## src/agu_pkg.sv

```systemverilog
// constants and types for the address generation unit
package agu_pkg;
    localparam int ADDR_W = 16;
    localparam int BYTE_W = 8;
    localparam logic [15:0] RESET_PC = 16'h0000;
    localparam logic [15:0] VECTOR_BASE = 16'h0040;
    localparam logic [15:0] SHORT_BASE = 16'hFE00;
    localparam logic [7:0] SHORT_SFR_LIMIT = 8'h20;
    localparam logic [15:0] SFR_BASE = 16'hFF00;
    localparam int TABLE_LO = 1;
    localparam int TABLE_HI = 5;
    localparam int SHORT_HI_BIT = 8;
    localparam int SIGN_BIT = 7;

    // program counter source
    typedef enum logic [2:0] {
        PC_HOLD,
        PC_SEQ,
        PC_REL,
        PC_IMM,
        PC_TABLE,
        PC_ACC
    } pc_op_t;

    // operand addressing method
    typedef enum logic [2:0] {
        EA_NONE,
        EA_DIRECT,
        EA_SHORT,
        EA_SFR,
        EA_INDIRECT,
        EA_BASED,
        EA_STACK
    } ea_op_t;
endpackage

```

## src/agu_regsel.sv

```systemverilog
// general register and register pair selector
`timescale 1ns/1ps
module agu_regsel
    import agu_pkg::*;
(
    input wire logic [8*BYTE_W-1:0] regs_i,
    input wire logic [2:0] reg_sel_i,
    input wire logic [1:0] pair_sel_i,
    output logic [BYTE_W-1:0] reg_val_o,
    output logic [2*BYTE_W-1:0] pair_val_o
);
    // pair n is high register 2n+1 over low register 2n
    always_comb
    begin
        reg_val_o = regs_i[reg_sel_i*BYTE_W +: BYTE_W];
        pair_val_o = regs_i[pair_sel_i*2*BYTE_W +: 2*BYTE_W];
    end
endmodule

```

## src/address_generation_unit.sv

```systemverilog
// program counter and effective address generation
`timescale 1ns/1ps
// Overview of operation
// - sequential fetch adds the instruction byte length to the program counter
// - relative target is next address plus sign-extended 8-bit displacement
// - relative target serves unconditional and all conditional relative branches
// - absolute call and branch load the 16-bit immediate into the counter
// - table call reads entry selected by bits 1 to 5 in 40H-7FH
// - register branch loads the accumulator pair into the counter
// - direct addressing uses the 16-bit immediate as the address
// - short direct: bit 8 set for 00H-1FH, clear for 20H-FFH
// - short direct window spans FE20H to FF1FH
// - special register addressing maps the 8-bit immediate into FF00H-FFFFH
// - 3-bit field picks one of eight registers; pairs one of four
// - register indirect uses the chosen index or base pair as address
// - based adds zero-extended offset to the base pair, carry dropped
// - stack accesses use the stack pointer as address
module address_generation_unit
    import agu_pkg::*;
(
    // clock and reset
    input wire logic CLK_I,
    input wire logic ARST_N_I,
    // program counter control
    input wire logic STEP_I,
    input wire pc_op_t PC_OP_I,
    input wire logic [2:0] INSTR_LEN_I,
    input wire logic [BYTE_W-1:0] OPCODE_I,
    input wire logic [ADDR_W-1:0] IMM16_I,
    input wire logic [BYTE_W-1:0] IMM8_I,
    input wire logic [ADDR_W-1:0] TABLE_DATA_I,
    // operand control
    input wire ea_op_t EA_OP_I,
    input wire logic INDIRECT_BASE_I,
    input wire logic [2:0] REG_SEL_I,
    input wire logic [1:0] PAIR_SEL_I,
    input wire logic [8*BYTE_W-1:0] REGS_I,
    input wire logic [ADDR_W-1:0] SP_I,
    // results
    output logic [ADDR_W-1:0] PC_O,
    output logic [ADDR_W-1:0] TABLE_ADDR_O,
    output logic [ADDR_W-1:0] EA_O,
    output logic EA_VALID_O,
    output logic [BYTE_W-1:0] REG_VAL_O,
    output logic [2*BYTE_W-1:0] PAIR_VAL_O
);
    localparam logic [1:0] PAIR_ACC = 2'h0;
    localparam logic [1:0] PAIR_INDEX = 2'h2;
    localparam logic [1:0] PAIR_BASE = 2'h3;

    typedef struct packed {
        logic [ADDR_W-1:0] pc;
        logic [ADDR_W-1:0] table_addr;
        logic [ADDR_W-1:0] ea;
        logic ea_valid;
        logic [BYTE_W-1:0] reg_val;
        logic [2*BYTE_W-1:0] pair_val;
        logic armed;
    } state_t;

    state_t st;
    state_t next_st;
    logic [1:0] rst_sync;
    logic rst_n;
    logic [BYTE_W-1:0] sel_reg;
    logic [2*BYTE_W-1:0] sel_pair;
    logic [ADDR_W-1:0] seq_pc;

    always_ff @(posedge CLK_I or negedge ARST_N_I)
    begin
        if (!ARST_N_I)
            rst_sync <= 2'h0;
        else
            rst_sync <= {rst_sync[0], 1'b1};
    end
    assign rst_n = rst_sync[1];

    agu_regsel u_regsel (
        .regs_i(REGS_I),
        .reg_sel_i(REG_SEL_I),
        .pair_sel_i(PAIR_SEL_I),
        .reg_val_o(sel_reg),
        .pair_val_o(sel_pair)
    );

    function automatic logic [2*BYTE_W-1:0] pair_of(input logic [8*BYTE_W-1:0] r,
                                                   input logic [1:0] n);
        pair_of = r[n*2*BYTE_W +: 2*BYTE_W];
    endfunction

    // address of the following instruction
    assign seq_pc = ADDR_W'(st.pc + ADDR_W'(INSTR_LEN_I));

    always_comb
    begin
        next_st = st;
        // low only until the first update after reset has been registered
        next_st.armed = 1'b1;
        next_st.reg_val = sel_reg;
        next_st.pair_val = sel_pair;
        next_st.table_addr = VECTOR_BASE
            | ADDR_W'({OPCODE_I[TABLE_HI:TABLE_LO], 1'b0});
        if (STEP_I)
        begin
            case (PC_OP_I)
                PC_SEQ: next_st.pc = seq_pc;
                PC_REL: next_st.pc = ADDR_W'(seq_pc
                    + {{(ADDR_W-BYTE_W){IMM8_I[SIGN_BIT]}}, IMM8_I});
                PC_IMM: next_st.pc = IMM16_I;
                PC_TABLE: next_st.pc = TABLE_DATA_I;
                PC_ACC: next_st.pc = pair_of(REGS_I, PAIR_ACC);
                default: next_st.pc = st.pc;
            endcase
        end
        next_st.ea_valid = 1'b1;
        case (EA_OP_I)
            EA_DIRECT: next_st.ea = IMM16_I;
            EA_SHORT:
            begin
                next_st.ea = SHORT_BASE | ADDR_W'(IMM8_I);
                next_st.ea[SHORT_HI_BIT] = (IMM8_I < SHORT_SFR_LIMIT);
            end
            EA_SFR: next_st.ea = SFR_BASE | ADDR_W'(IMM8_I);
            EA_INDIRECT: next_st.ea = pair_of(REGS_I,
                INDIRECT_BASE_I ? PAIR_BASE : PAIR_INDEX);
            EA_BASED: next_st.ea = ADDR_W'(pair_of(REGS_I, PAIR_BASE)
                + ADDR_W'(IMM8_I));
            EA_STACK: next_st.ea = SP_I;
            default:
            begin
                next_st.ea = st.ea;
                next_st.ea_valid = 1'b0;
            end
        endcase
    end

    always_ff @(posedge CLK_I or negedge rst_n)
    begin
        if (!rst_n)
        begin
            st <= '0;
            st.pc <= RESET_PC;
        end
        else
            st <= next_st;
    end

    assign PC_O = st.pc;
    assign TABLE_ADDR_O = st.table_addr;
    assign EA_O = st.ea;
    assign EA_VALID_O = st.ea_valid;
    assign REG_VAL_O = st.reg_val;
    assign PAIR_VAL_O = st.pair_val;

    a_pc_sequential: assert property (@(posedge CLK_I) disable iff (!rst_n)
        STEP_I && PC_OP_I == PC_SEQ |=> PC_O == ADDR_W'($past(PC_O) + $past(INSTR_LEN_I)))
        else $error("sequential pc step wrong");
    a_pc_relative: assert property (@(posedge CLK_I) disable iff (!rst_n)
        STEP_I && PC_OP_I == PC_REL |=> PC_O == ADDR_W'($past(PC_O) + $past(INSTR_LEN_I)
            + {{8{$past(IMM8_I[7])}}, $past(IMM8_I)}))
        else $error("relative target wrong");
    a_pc_hold_idle: assert property (@(posedge CLK_I) disable iff (!rst_n)
        !STEP_I |=> $stable(PC_O))
        else $error("pc moved without step");
    a_pc_immediate: assert property (@(posedge CLK_I) disable iff (!rst_n)
        STEP_I && PC_OP_I == PC_IMM |=> PC_O == $past(IMM16_I))
        else $error("immediate branch wrong");
    a_table_entry: assert property (@(posedge CLK_I) disable iff (!rst_n)
        st.armed |=> TABLE_ADDR_O >= 16'h0040 && TABLE_ADDR_O <= 16'h007E
            && TABLE_ADDR_O[0] == 1'b0
            && TABLE_ADDR_O[5:1] == $past(OPCODE_I[5:1]))
        else $error("table entry address wrong");
    a_pc_acc: assert property (@(posedge CLK_I) disable iff (!rst_n)
        STEP_I && PC_OP_I == PC_ACC |=> PC_O == $past(REGS_I[15:0]))
        else $error("register branch wrong");
    a_ea_direct: assert property (@(posedge CLK_I) disable iff (!rst_n)
        EA_OP_I == EA_DIRECT |=> EA_O == $past(IMM16_I) && EA_VALID_O)
        else $error("direct address wrong");
    a_short_window: assert property (@(posedge CLK_I) disable iff (!rst_n)
        EA_OP_I == EA_SHORT |=> EA_O >= 16'hFE20 && EA_O <= 16'hFF1F
            && EA_O[7:0] == $past(IMM8_I))
        else $error("short direct address wrong");
    a_sfr_space: assert property (@(posedge CLK_I) disable iff (!rst_n)
        EA_OP_I == EA_SFR |=> EA_O == {8'hFF, $past(IMM8_I)})
        else $error("sfr address wrong");
    a_based_sum: assert property (@(posedge CLK_I) disable iff (!rst_n)
        EA_OP_I == EA_BASED |=> EA_O == ADDR_W'($past(REGS_I[63:48]) + $past(IMM8_I)))
        else $error("based address wrong");
    a_stack_sp: assert property (@(posedge CLK_I) disable iff (!rst_n)
        EA_OP_I == EA_STACK |=> EA_O == $past(SP_I))
        else $error("stack address wrong");
    a_reg_select: assert property (@(posedge CLK_I) disable iff (!rst_n)
        st.armed |=> REG_VAL_O == $past(REGS_I[REG_SEL_I*8 +: 8]))
        else $error("register select wrong");
    a_pair_select: assert property (@(posedge CLK_I) disable iff (!rst_n)
        st.armed |=> PAIR_VAL_O[7:0] == $past(REGS_I[PAIR_SEL_I*16 +: 8])
            && PAIR_VAL_O[15:8] == $past(REGS_I[PAIR_SEL_I*16+8 +: 8]))
        else $error("pair select wrong");
    a_short_ram: assert property (@(posedge CLK_I) disable iff (!rst_n)
        EA_OP_I == EA_SHORT && IMM8_I >= 8'h20 |=> EA_O[15:8] == 8'hFE)
        else $error("short direct ram page wrong");
    a_short_sfr: assert property (@(posedge CLK_I) disable iff (!rst_n)
        EA_OP_I == EA_SHORT && IMM8_I <= 8'h1F |=> EA_O[15:8] == 8'hFF)
        else $error("short direct register page wrong");
    a_indirect_pair: assert property (@(posedge CLK_I) disable iff (!rst_n)
        EA_OP_I == EA_INDIRECT |=> EA_O == ($past(INDIRECT_BASE_I)
            ? $past(REGS_I[63:48]) : $past(REGS_I[47:32])))
        else $error("indirect address wrong");
    a_pc_table: assert property (@(posedge CLK_I) disable iff (!rst_n)
        STEP_I && PC_OP_I == PC_TABLE |=> PC_O == $past(TABLE_DATA_I))
        else $error("table branch wrong");
    a_pc_hold_op: assert property (@(posedge CLK_I) disable iff (!rst_n)
        STEP_I && PC_OP_I == PC_HOLD |=> $stable(PC_O))
        else $error("pc moved on hold");
    a_ea_held_idle: assert property (@(posedge CLK_I) disable iff (!rst_n)
        st.armed && EA_OP_I == EA_NONE |=> !EA_VALID_O && $stable(EA_O))
        else $error("idle address not held");
    a_ea_valid_set: assert property (@(posedge CLK_I) disable iff (!rst_n)
        EA_OP_I inside {EA_DIRECT, EA_SHORT, EA_SFR, EA_INDIRECT, EA_BASED, EA_STACK}
            |=> EA_VALID_O)
        else $error("address valid missing");
endmodule

```

## config.mk

```make
export PLATFORM = sky130hd
export DESIGN_NAME = address_generation_unit
export DESIGN_NICKNAME = d
export VERILOG_FILES = /design/src/agu_pkg.sv /design/src/agu_regsel.sv /design/src/address_generation_unit.sv
export SDC_FILE = /design/constraint.sdc
export NUM_CORES = 1
export LEC_CHECK = 0
export ABC_CLOCK_PERIOD_IN_PS = 2000
export BUFFER_PORTS_ARGS = -buffer_cell sky130_fd_sc_hd__buf_2
export CORE_MARGIN = 5
export CORE_UTILIZATION = 46
export CTS_BUF_LIST = sky130_fd_sc_hd__clkbuf_16
export DETAILED_ROUTE_END_ITERATION = 8
export PLACE_DENSITY = 0.79
export SLEW_MARGIN = 20
export SYNTH_ARGS = -nofsm -noshare
export SYNTH_HDL_FRONTEND = slang
export SYNTH_HIERARCHICAL = 1
export SYNTH_SLANG_ARGS = --single-unit
```

## constraint.sdc

```tcl
create_clock -name CLK_I -period 2 [get_ports CLK_I]
set_clock_uncertainty 0.1 [all_clocks]
set_input_delay 0.2 -clock CLK_I [delete_from_list [all_inputs] [get_ports CLK_I]]
set_output_delay 0.2 -clock CLK_I [all_outputs]
set_load 0.01 [all_outputs]
```

==> results of run 1 <==
[cells by family after synthesis]
logic type | synth area share
other | 0.001224
flip-flops | 0.2650
adder cells (fa/ha/maj) | 0.06279
AO/OA/AOI/OAI | 0.2332
buffers and inverters | 0.05260
XOR/XNOR | 0.05566
AND/OR/NAND/NOR | 0.1113
multiplexers | 0.2181
[power by group]
| part | internal [W] | leakage, nW | switching [W] | total (W) |
|---|---|---|---|---|
| clock | 0.000976 | 0.146 | 0.000681 | 0.00166 |
| combinational | 0.00229 | 3.28 | 0.00222 | 0.00452 |
| sequential | 0.00152 | 0.749 | 0.000152 | 0.00167 |
| total | 0.00479 | 4.18 | 0.00306 | 0.00784 |
[layout by cell type (no fill, tap or decap), drive strengths merged, types with 3 or more instances in the layout]
| master | count |
|---|---|
| and4 | 3 |
| a22oi | 8 |
| mux2 | 17 |
| nor3 | 5 |
| clkinv | 4 |
| conb | 12 |
| o22ai | 14 |
| nand2b | 3 |
| nor4 | 3 |
| and2 | 5 |
| nand2 | 56 |
| inv | 15 |
| o21ai | 48 |
| o21a | 7 |
| nand4 | 6 |
| xnor2 | 21 |
| buf | 357 |
| o211ai | 7 |
| o221ai | 4 |
| dlygate4sd3 | 6 |
| xor2 | 18 |
| ha | 26 |
| nor2b | 7 |
| nand3 | 19 |
| nor2 | 27 |
| o21bai | 3 |
| a211oi | 9 |
| and3 | 5 |
| a22o | 4 |
| clkbuf | 9 |
| fa | 3 |
| a21oi | 64 |
| a31oi | 9 |
| a221oi | 8 |
| mux4 | 36 |
| a21o | 8 |
| dfrtp | 65 |
| mux2i | 28 |
[per-layer routing]
layer / GRT usage / share of wire / vias up
met1: 0.4092 / 0.39 / 3301
met5: 0 / 0 / -
met2: 0.4934 / 0.46 / 498
met4: 0.1626 / 0.058 / 0
met3: 0.06738 / 0.099 / 104
li1: - / - / 3117
[layout make-up]
type / count / area, um2
Tap cell: 176 / 220.2
Fill cell: 1036 / 4149
Multi-Input combinational cell: 521 / 4522
Timing Repair Buffer: 363 / 2263
Clock buffer: 9 / 225.2
Inverter: 14 / 52.55
Sequential cell: 65 / 1628
Clock inverter: 7 / 77.57
[metrics by stage]
| step | power [W] | worst slack, ns | area [um2] | std cells | util |
|---|---|---|---|---|---|
| floorplan | 0.003808 | -1.097 | 6265 | 652 | - |
| global placement | 0.005336 | -1.133 | 8234 | 1110 | 0.6268 |
| global route | 0.008206 | -1.390 | 8989 | 1155 | 0.6842 |
| CTS | 0.007414 | -1.272 | 8762 | 1142 | 0.6670 |
| detailed placement | 0.005409 | -1.275 | 8234 | 1110 | 0.6268 |
| finish | 0.007842 | -1.308 | 8989 | 1155 | 0.6842 |
[flip-flops by register name, indices dropped and copies added, names as in the netlist]
name and count:
PAIR_VAL_O 16, EA_VALID_O 1, REG_VAL_O 8, rst_sync 2, TABLE_ADDR_O 6, EA_O 16
PC_O 16
[path summary, 6_finish.rpt]
path / start / endpoint / slack (ns) / depth (start not counted)
setup / recovery: PC_O[0] / PC_O[14] / -1.31 / 13
hold / removal: ARST_N_I / rst_sync[0] / 0.06 / 2
setup reg to reg: PC_O[0] / PC_O[14] / -1.31 / 13
hold reg to reg: rst_sync[1] / PAIR_VAL_O[12] / 0.18 / 1
max in group asynchronous: rst_sync[1] / PC_O[1] / 1.34 / 1
min in group CLK_I: REGS_I[20] / PAIR_VAL_O[4] / 0.09 / 2
[repair_timing]
| action | in CTS | in global routing |
|---|---|---|
| pin swaps | 25 | 30 |
| setup endpoints to repair | 16 | 24 |
| endpoints found under the hold margin | 7 | 0 |
| gates resized for setup | 23 | 23 |
| setup buffers | 10 | 13 |
| hold buffers | 6 | 0 |
==> summary.txt, run 1 <==
Post-detailed-routing wire length = 25740 um
Final nets = 1149
FF+latch count, synth = 65
Iter 0 DRT Violations = 641
Die width = 125.5 um
WL/cell = 22.28 um
Mapped cell area = 0.006137 mm2
Crit path time final = 3.308 ns
Max Fanout on Critical Path = 4
Asr flop ratio synth = 1.000
Cells along the critical path = ha_4 -> fa_2 -> a21o_1 -> and2_4 -> xor2_1 -> ha_2 -> o21a_4 -> a21oi_4 -> a311oi_4 -> buf_4 -> o221a_4 -> o21a_1 -> o31ai_1
Crit Path Category = reg -> reg
First-pass GRT wire length = 38660 um
Crit path DAT = 3.47 ns
Post-route DRC = 0
Final hold violations = 0
CP top delay family = compound AO/OA/AOI/OAI gates
Detailed Place HPWL = 20100 um
Worst-Skew Late Latency = 0.35 ns
Finish-stage setup viols = 15
IO Pins = 219
Die Height = 125.5 um
Yosys warning count = 6
Most used DFF post-synth = dfrtp_1
Critical Path Start Type = flip-flop
Post-synth top cells = dfrtp_1 (65), a21oi_1 (62), nand2_1 (56)
Failing checks = setup timing
RSZ-0062 raised after global routing = true
Syn Area/Cell = 9.559 um2
Total GRT Usage = 0.3144
Drt via density = 6.078
Max stage delay cell, worst path = dfrtp_1
Synth Instances = 642
P_leak = 4.177 nW
GRT overflow = 0
Max cap viols = 0
Top cells by area, synth = dfrtp_1 (27%), mux4_2 (7.7%), mux4_1 (6.4%), ha_1 (5.3%), a21oi_1 (5.1%)
Remaining antenna violation count = 0
Initial antenna violation count = 0
CP bufs+invs = 1
Final worst setup slack = -1.308 ns
Clk sinks = 65
Clk root buf = clkbuf_16
Share of cells above drive strength 1 = 0.4760
Clk buf depth = 2
DR pass1 iterations = 6
Fin. max-slew vios = 0
Top-count cell post-synth = dfrtp_1
Yosys top cell by area = dfrtp_1
Via count = 7020
Slew margin rel. = 0.6290
Period utilisation layout = 1.654
Clock buffer count from CTS = 9
Worst hold slack = 0.06167 ns
Vias in the first global route = 6956
Setup crit end kind = flip-flop
Clock-pin slew of the registers on the worst-case setup and hold paths = 0.06 ns
Outcome = finished with violations
Area growth syn-to-layout = 46.46%
H-tree levels = 3
Slew @ Worst Pin = 0.5564 ns
Power per cell area = 872.4 mW/mm2
Synth cell types = 72
Req. time, crit path = 2.16 ns
Routability cong. = 0.9848
CTS tree = built
Largest net degree at the start of global routing = 64
Fmax = 0.3023 GHz
Register area share after synthesis = 0.2650
CORE AREA = 0.01314 mm2
Initial Util = 0.4671
HP Class = in -> async
ANT cells = 0
Full die area = 0.01575 mm2
Port Buffers = 205
Worst path max stage delay = 0.41 ns
Setup TNS = -15.22 ns
Yosys top cell area share = 0.2650
EDFF count, synth = 0
Row cnt = 42
IR Drop Worst-Case VDD = 581.2 uV
No activity file was read; power rests on OpenSTA's default activity.
==> run 2, diff against run 1 <==
Settings changed: MAX_ROUTING_LAYER set to met4.
==> run 2 against run 1 <==
The flow still finishes with violations (setup timing). Sequential power about the same. Die area unchanged. Non-clock buffer count fell by 13. Total power decreased by 2.6%. Final cell count fell by 1.1%. Wire length is 0.18% higher. Sequential cell count unchanged. Clock power is essentially flat. Clock-buffer cell count unchanged. Hold slack gained 0.012 ns. Maximum frequency increased by 1.6%. Critical endpoint is now PC_O[12].
==> summary.txt, run 2 (synthesized netlist as in run 1, its figures left out) <==
Remaining antenna violation count = 0 (unchanged)
Power per cell area = 861.2 mW/mm2 (-1.3%)
Multi-input gate area = 0.004474 mm2 (-1.1%)
Crit path DAT = 3.41 ns (-0.06 ns)
Fmax = 0.3070 GHz (+1.6%)
CTS tree = built
Placed cell area = 0.008224 mm2 (-0.12%)
Slew @ Worst Pin = 0.5474 ns (-0.009011 ns)
Register Area = 0.001628 mm2 (unchanged)
IR Drop Worst-Case VDD = 647.3 uV (+11%)
P_leak = 4.111 nW (-1.6%)
Fin. max-slew vios = 0 (unchanged)
Clock-pin slew of the registers on the worst-case setup and hold paths = 0.06 ns (about the same)
HP Class = in -> async
Failing checks = setup timing
Cells along the critical path = ha_2 -> fa_2 -> a21o_1 -> and2_4 -> xor2_2 -> ha_2 -> o21a_1 -> a21oi_4 -> a311oi_4 -> a2111oi_4 -> o311a_1 -> nor4_1
WL/cell = 22.58 um (+1.3%)
Post-route DRC = 0 (unchanged)
Critical Path Start Type = flip-flop
Core Util, Final = 0.6748 (-0.009428)
Pre-CTS setup slack = -1.217 ns (+0.05767 ns)
RSZ-0062 raised after global routing = true
Max stage delay cell, worst path = a311oi_4
Area growth syn-to-layout = 44.44%
GRT overflow = 0 (unchanged)
Drt via density = 6.197 (+2.0%)
Fillcell total = 1056 (+1.9%)
Iter 0 DRT Violations = 844 (+32%)
Clock buffer count from CTS = 9 (unchanged)
Final worst setup slack = -1.257 ns (+0.05103 ns)
DR pass1 iterations = 6 (unchanged)
Period utilisation layout = 1.628 (-0.02551)
Clk buf depth = 2 (unchanged)
Final hold violations = 0 (unchanged)
Slew margin rel. = 0.6350 (+0.006008)
Reg-to-reg slack, setup = -1.26 ns (+0.05 ns)
Crit Path Category = reg -> reg
CP dominant cell by count = ha_2
Share of cells above drive strength 1 = 0.4669 (-0.009122)
Max cap viols = 0 (unchanged)
Crit path time final = 3.257 ns (-0.05103 ns)
Post-detailed-routing wire length = 25780 um (+0.18%)
Row cnt = 42 (unchanged)
Final nets = 1136 (-1.1%)
Initial antenna violation count = 0 (unchanged)
Setup crit end kind = flip-flop
Routability cong. = 1.008 (+2.3%)
Total GRT Usage = 0.3252 (+0.01084)
Most common cell after layout, fill and taps aside = buf_2
Die Height = 125.5 um (unchanged)
Most frequent cells in the layout = buf_2 (205), buf_4 (131), dfrtp_1 (64)
Clk root buf = clkbuf_16
Clk sinks = 65 (unchanged)
Initial Util = 0.4671 (unchanged)
Finished Cell Area = 0.008865 mm2 (-1.4%)
Setup TNS = -14.72 ns (+0.4978 ns)
Via count = 7077 (+0.81%)
ANT cells = 0 (unchanged)
Port Buffers = 205 (unchanged)
Die width = 125.5 um (unchanged)
Worst path max stage delay = 0.43 ns (+0.02 ns)
Outcome = finished with violations
Worst-Skew Late Latency = 0.35 ns (about the same)
H-tree levels = 3 (unchanged)
Req. time, crit path = 2.15 ns (about the same)
Detailed Place HPWL = 20270 um (+0.85%)
Max Fanout on Critical Path = 4 (unchanged)
Vias in the first global route = 6835 (-1.7%)
First-pass GRT wire length = 38760 um (+0.27%)
IO Pins = 219 (unchanged)
Finish-stage setup viols = 15 (unchanged)
CORE AREA = 0.01314 mm2 (unchanged)
Largest net degree at the start of global routing = 64 (unchanged)
Full die area = 0.01575 mm2 (unchanged)
run 2: cell count changes in the layout (fill, tap and decap cells not counted), moves of 2 or more:
cell | before | now
a21oi_4 | 5 | 3
a21oi_2 | 8 | 10
buf_4 | 147 | 131
ha_4 | 5 | 3
buf_6 | 3 | 5
run 2: metal layers:
layer  vias to the layer above  track usage  share of wire
met2                       539       0.5009           0.46
met1                      3348       0.4121           0.38
met4                         0       0.1524          0.054
li1                       3096            -              -
met3                        94      0.06610           0.11
met5                         -            -              0
run 2: critical path, delay by kind of cell (launching register included):
family | cells | cell delay (ns)
AO/OA/AOI/OAI | 6 | 1.36
adder cells (fa/ha/maj) | 3 | 0.86
flip-flops | 1 | 0.39
AND/OR/NAND/NOR | 2 | 0.31
XOR/XNOR | 1 | 0.13
run 2: layout make-up:
class | instances | share of cell area
inverters | 14 | 0.005928
clock buffers | 9 | 0.02541
multi-input cells | 521 | 0.5047
clock inverters | 7 | 0.008892
flip-flops and latches | 65 | 0.1836
repair buffers | 350 | 0.2466
well taps | 176 | 0.02484
run 2: repair_timing:
item / in CTS / in global routing
resized for setup: 15 / 26
setup endpoints to repair: 17 / 20
hold buffers: 6 / 0
setup buffers: 7 / 9
pin swaps: 21 / 32
gates cloned: 0 / 0
hold endpoints to repair: 7 / 0
run 2: worst paths after layout:
path | from | endpoint | cells past startpoint
setup / recovery | PC_O[0] | PC_O[12] | 12
hold / removal | ARST_N_I | rst_sync[1] | 2
setup reg to reg | PC_O[0] | PC_O[12] | 12
hold reg to reg | rst_sync[1] | TABLE_ADDR_O[6] | 1
max in group asynchronous | rst_sync[1] | PC_O[12] | 1
min in group CLK_I | REGS_I[30] | PAIR_VAL_O[14] | 2
run 2: per-stage QoR:
step                      hold slack, ns  instances  power [W]
after floorplan                  -0.1956        652   0.003808
after global placement           -0.1149       1107   0.005312
after detailed placement         -0.1079       1107   0.005379
after CTS                        0.06834       1136   0.007229
after global routing             0.08488       1142   0.008014
final                            0.07380       1142   0.007634
run 2: power by group:
| group | switching, W | total (W) | internal [W] | leakage (nW) |
|---|---|---|---|---|
| clock network | 0.000674 | 0.00165 | 0.000978 | 0.150 |
| registers | 0.000146 | 0.00166 | 0.00152 | 0.749 |
| logic | 0.00217 | 0.00432 | 0.00215 | 3.21 |
| total | 0.00299 | 0.00763 | 0.00464 | 4.11 |
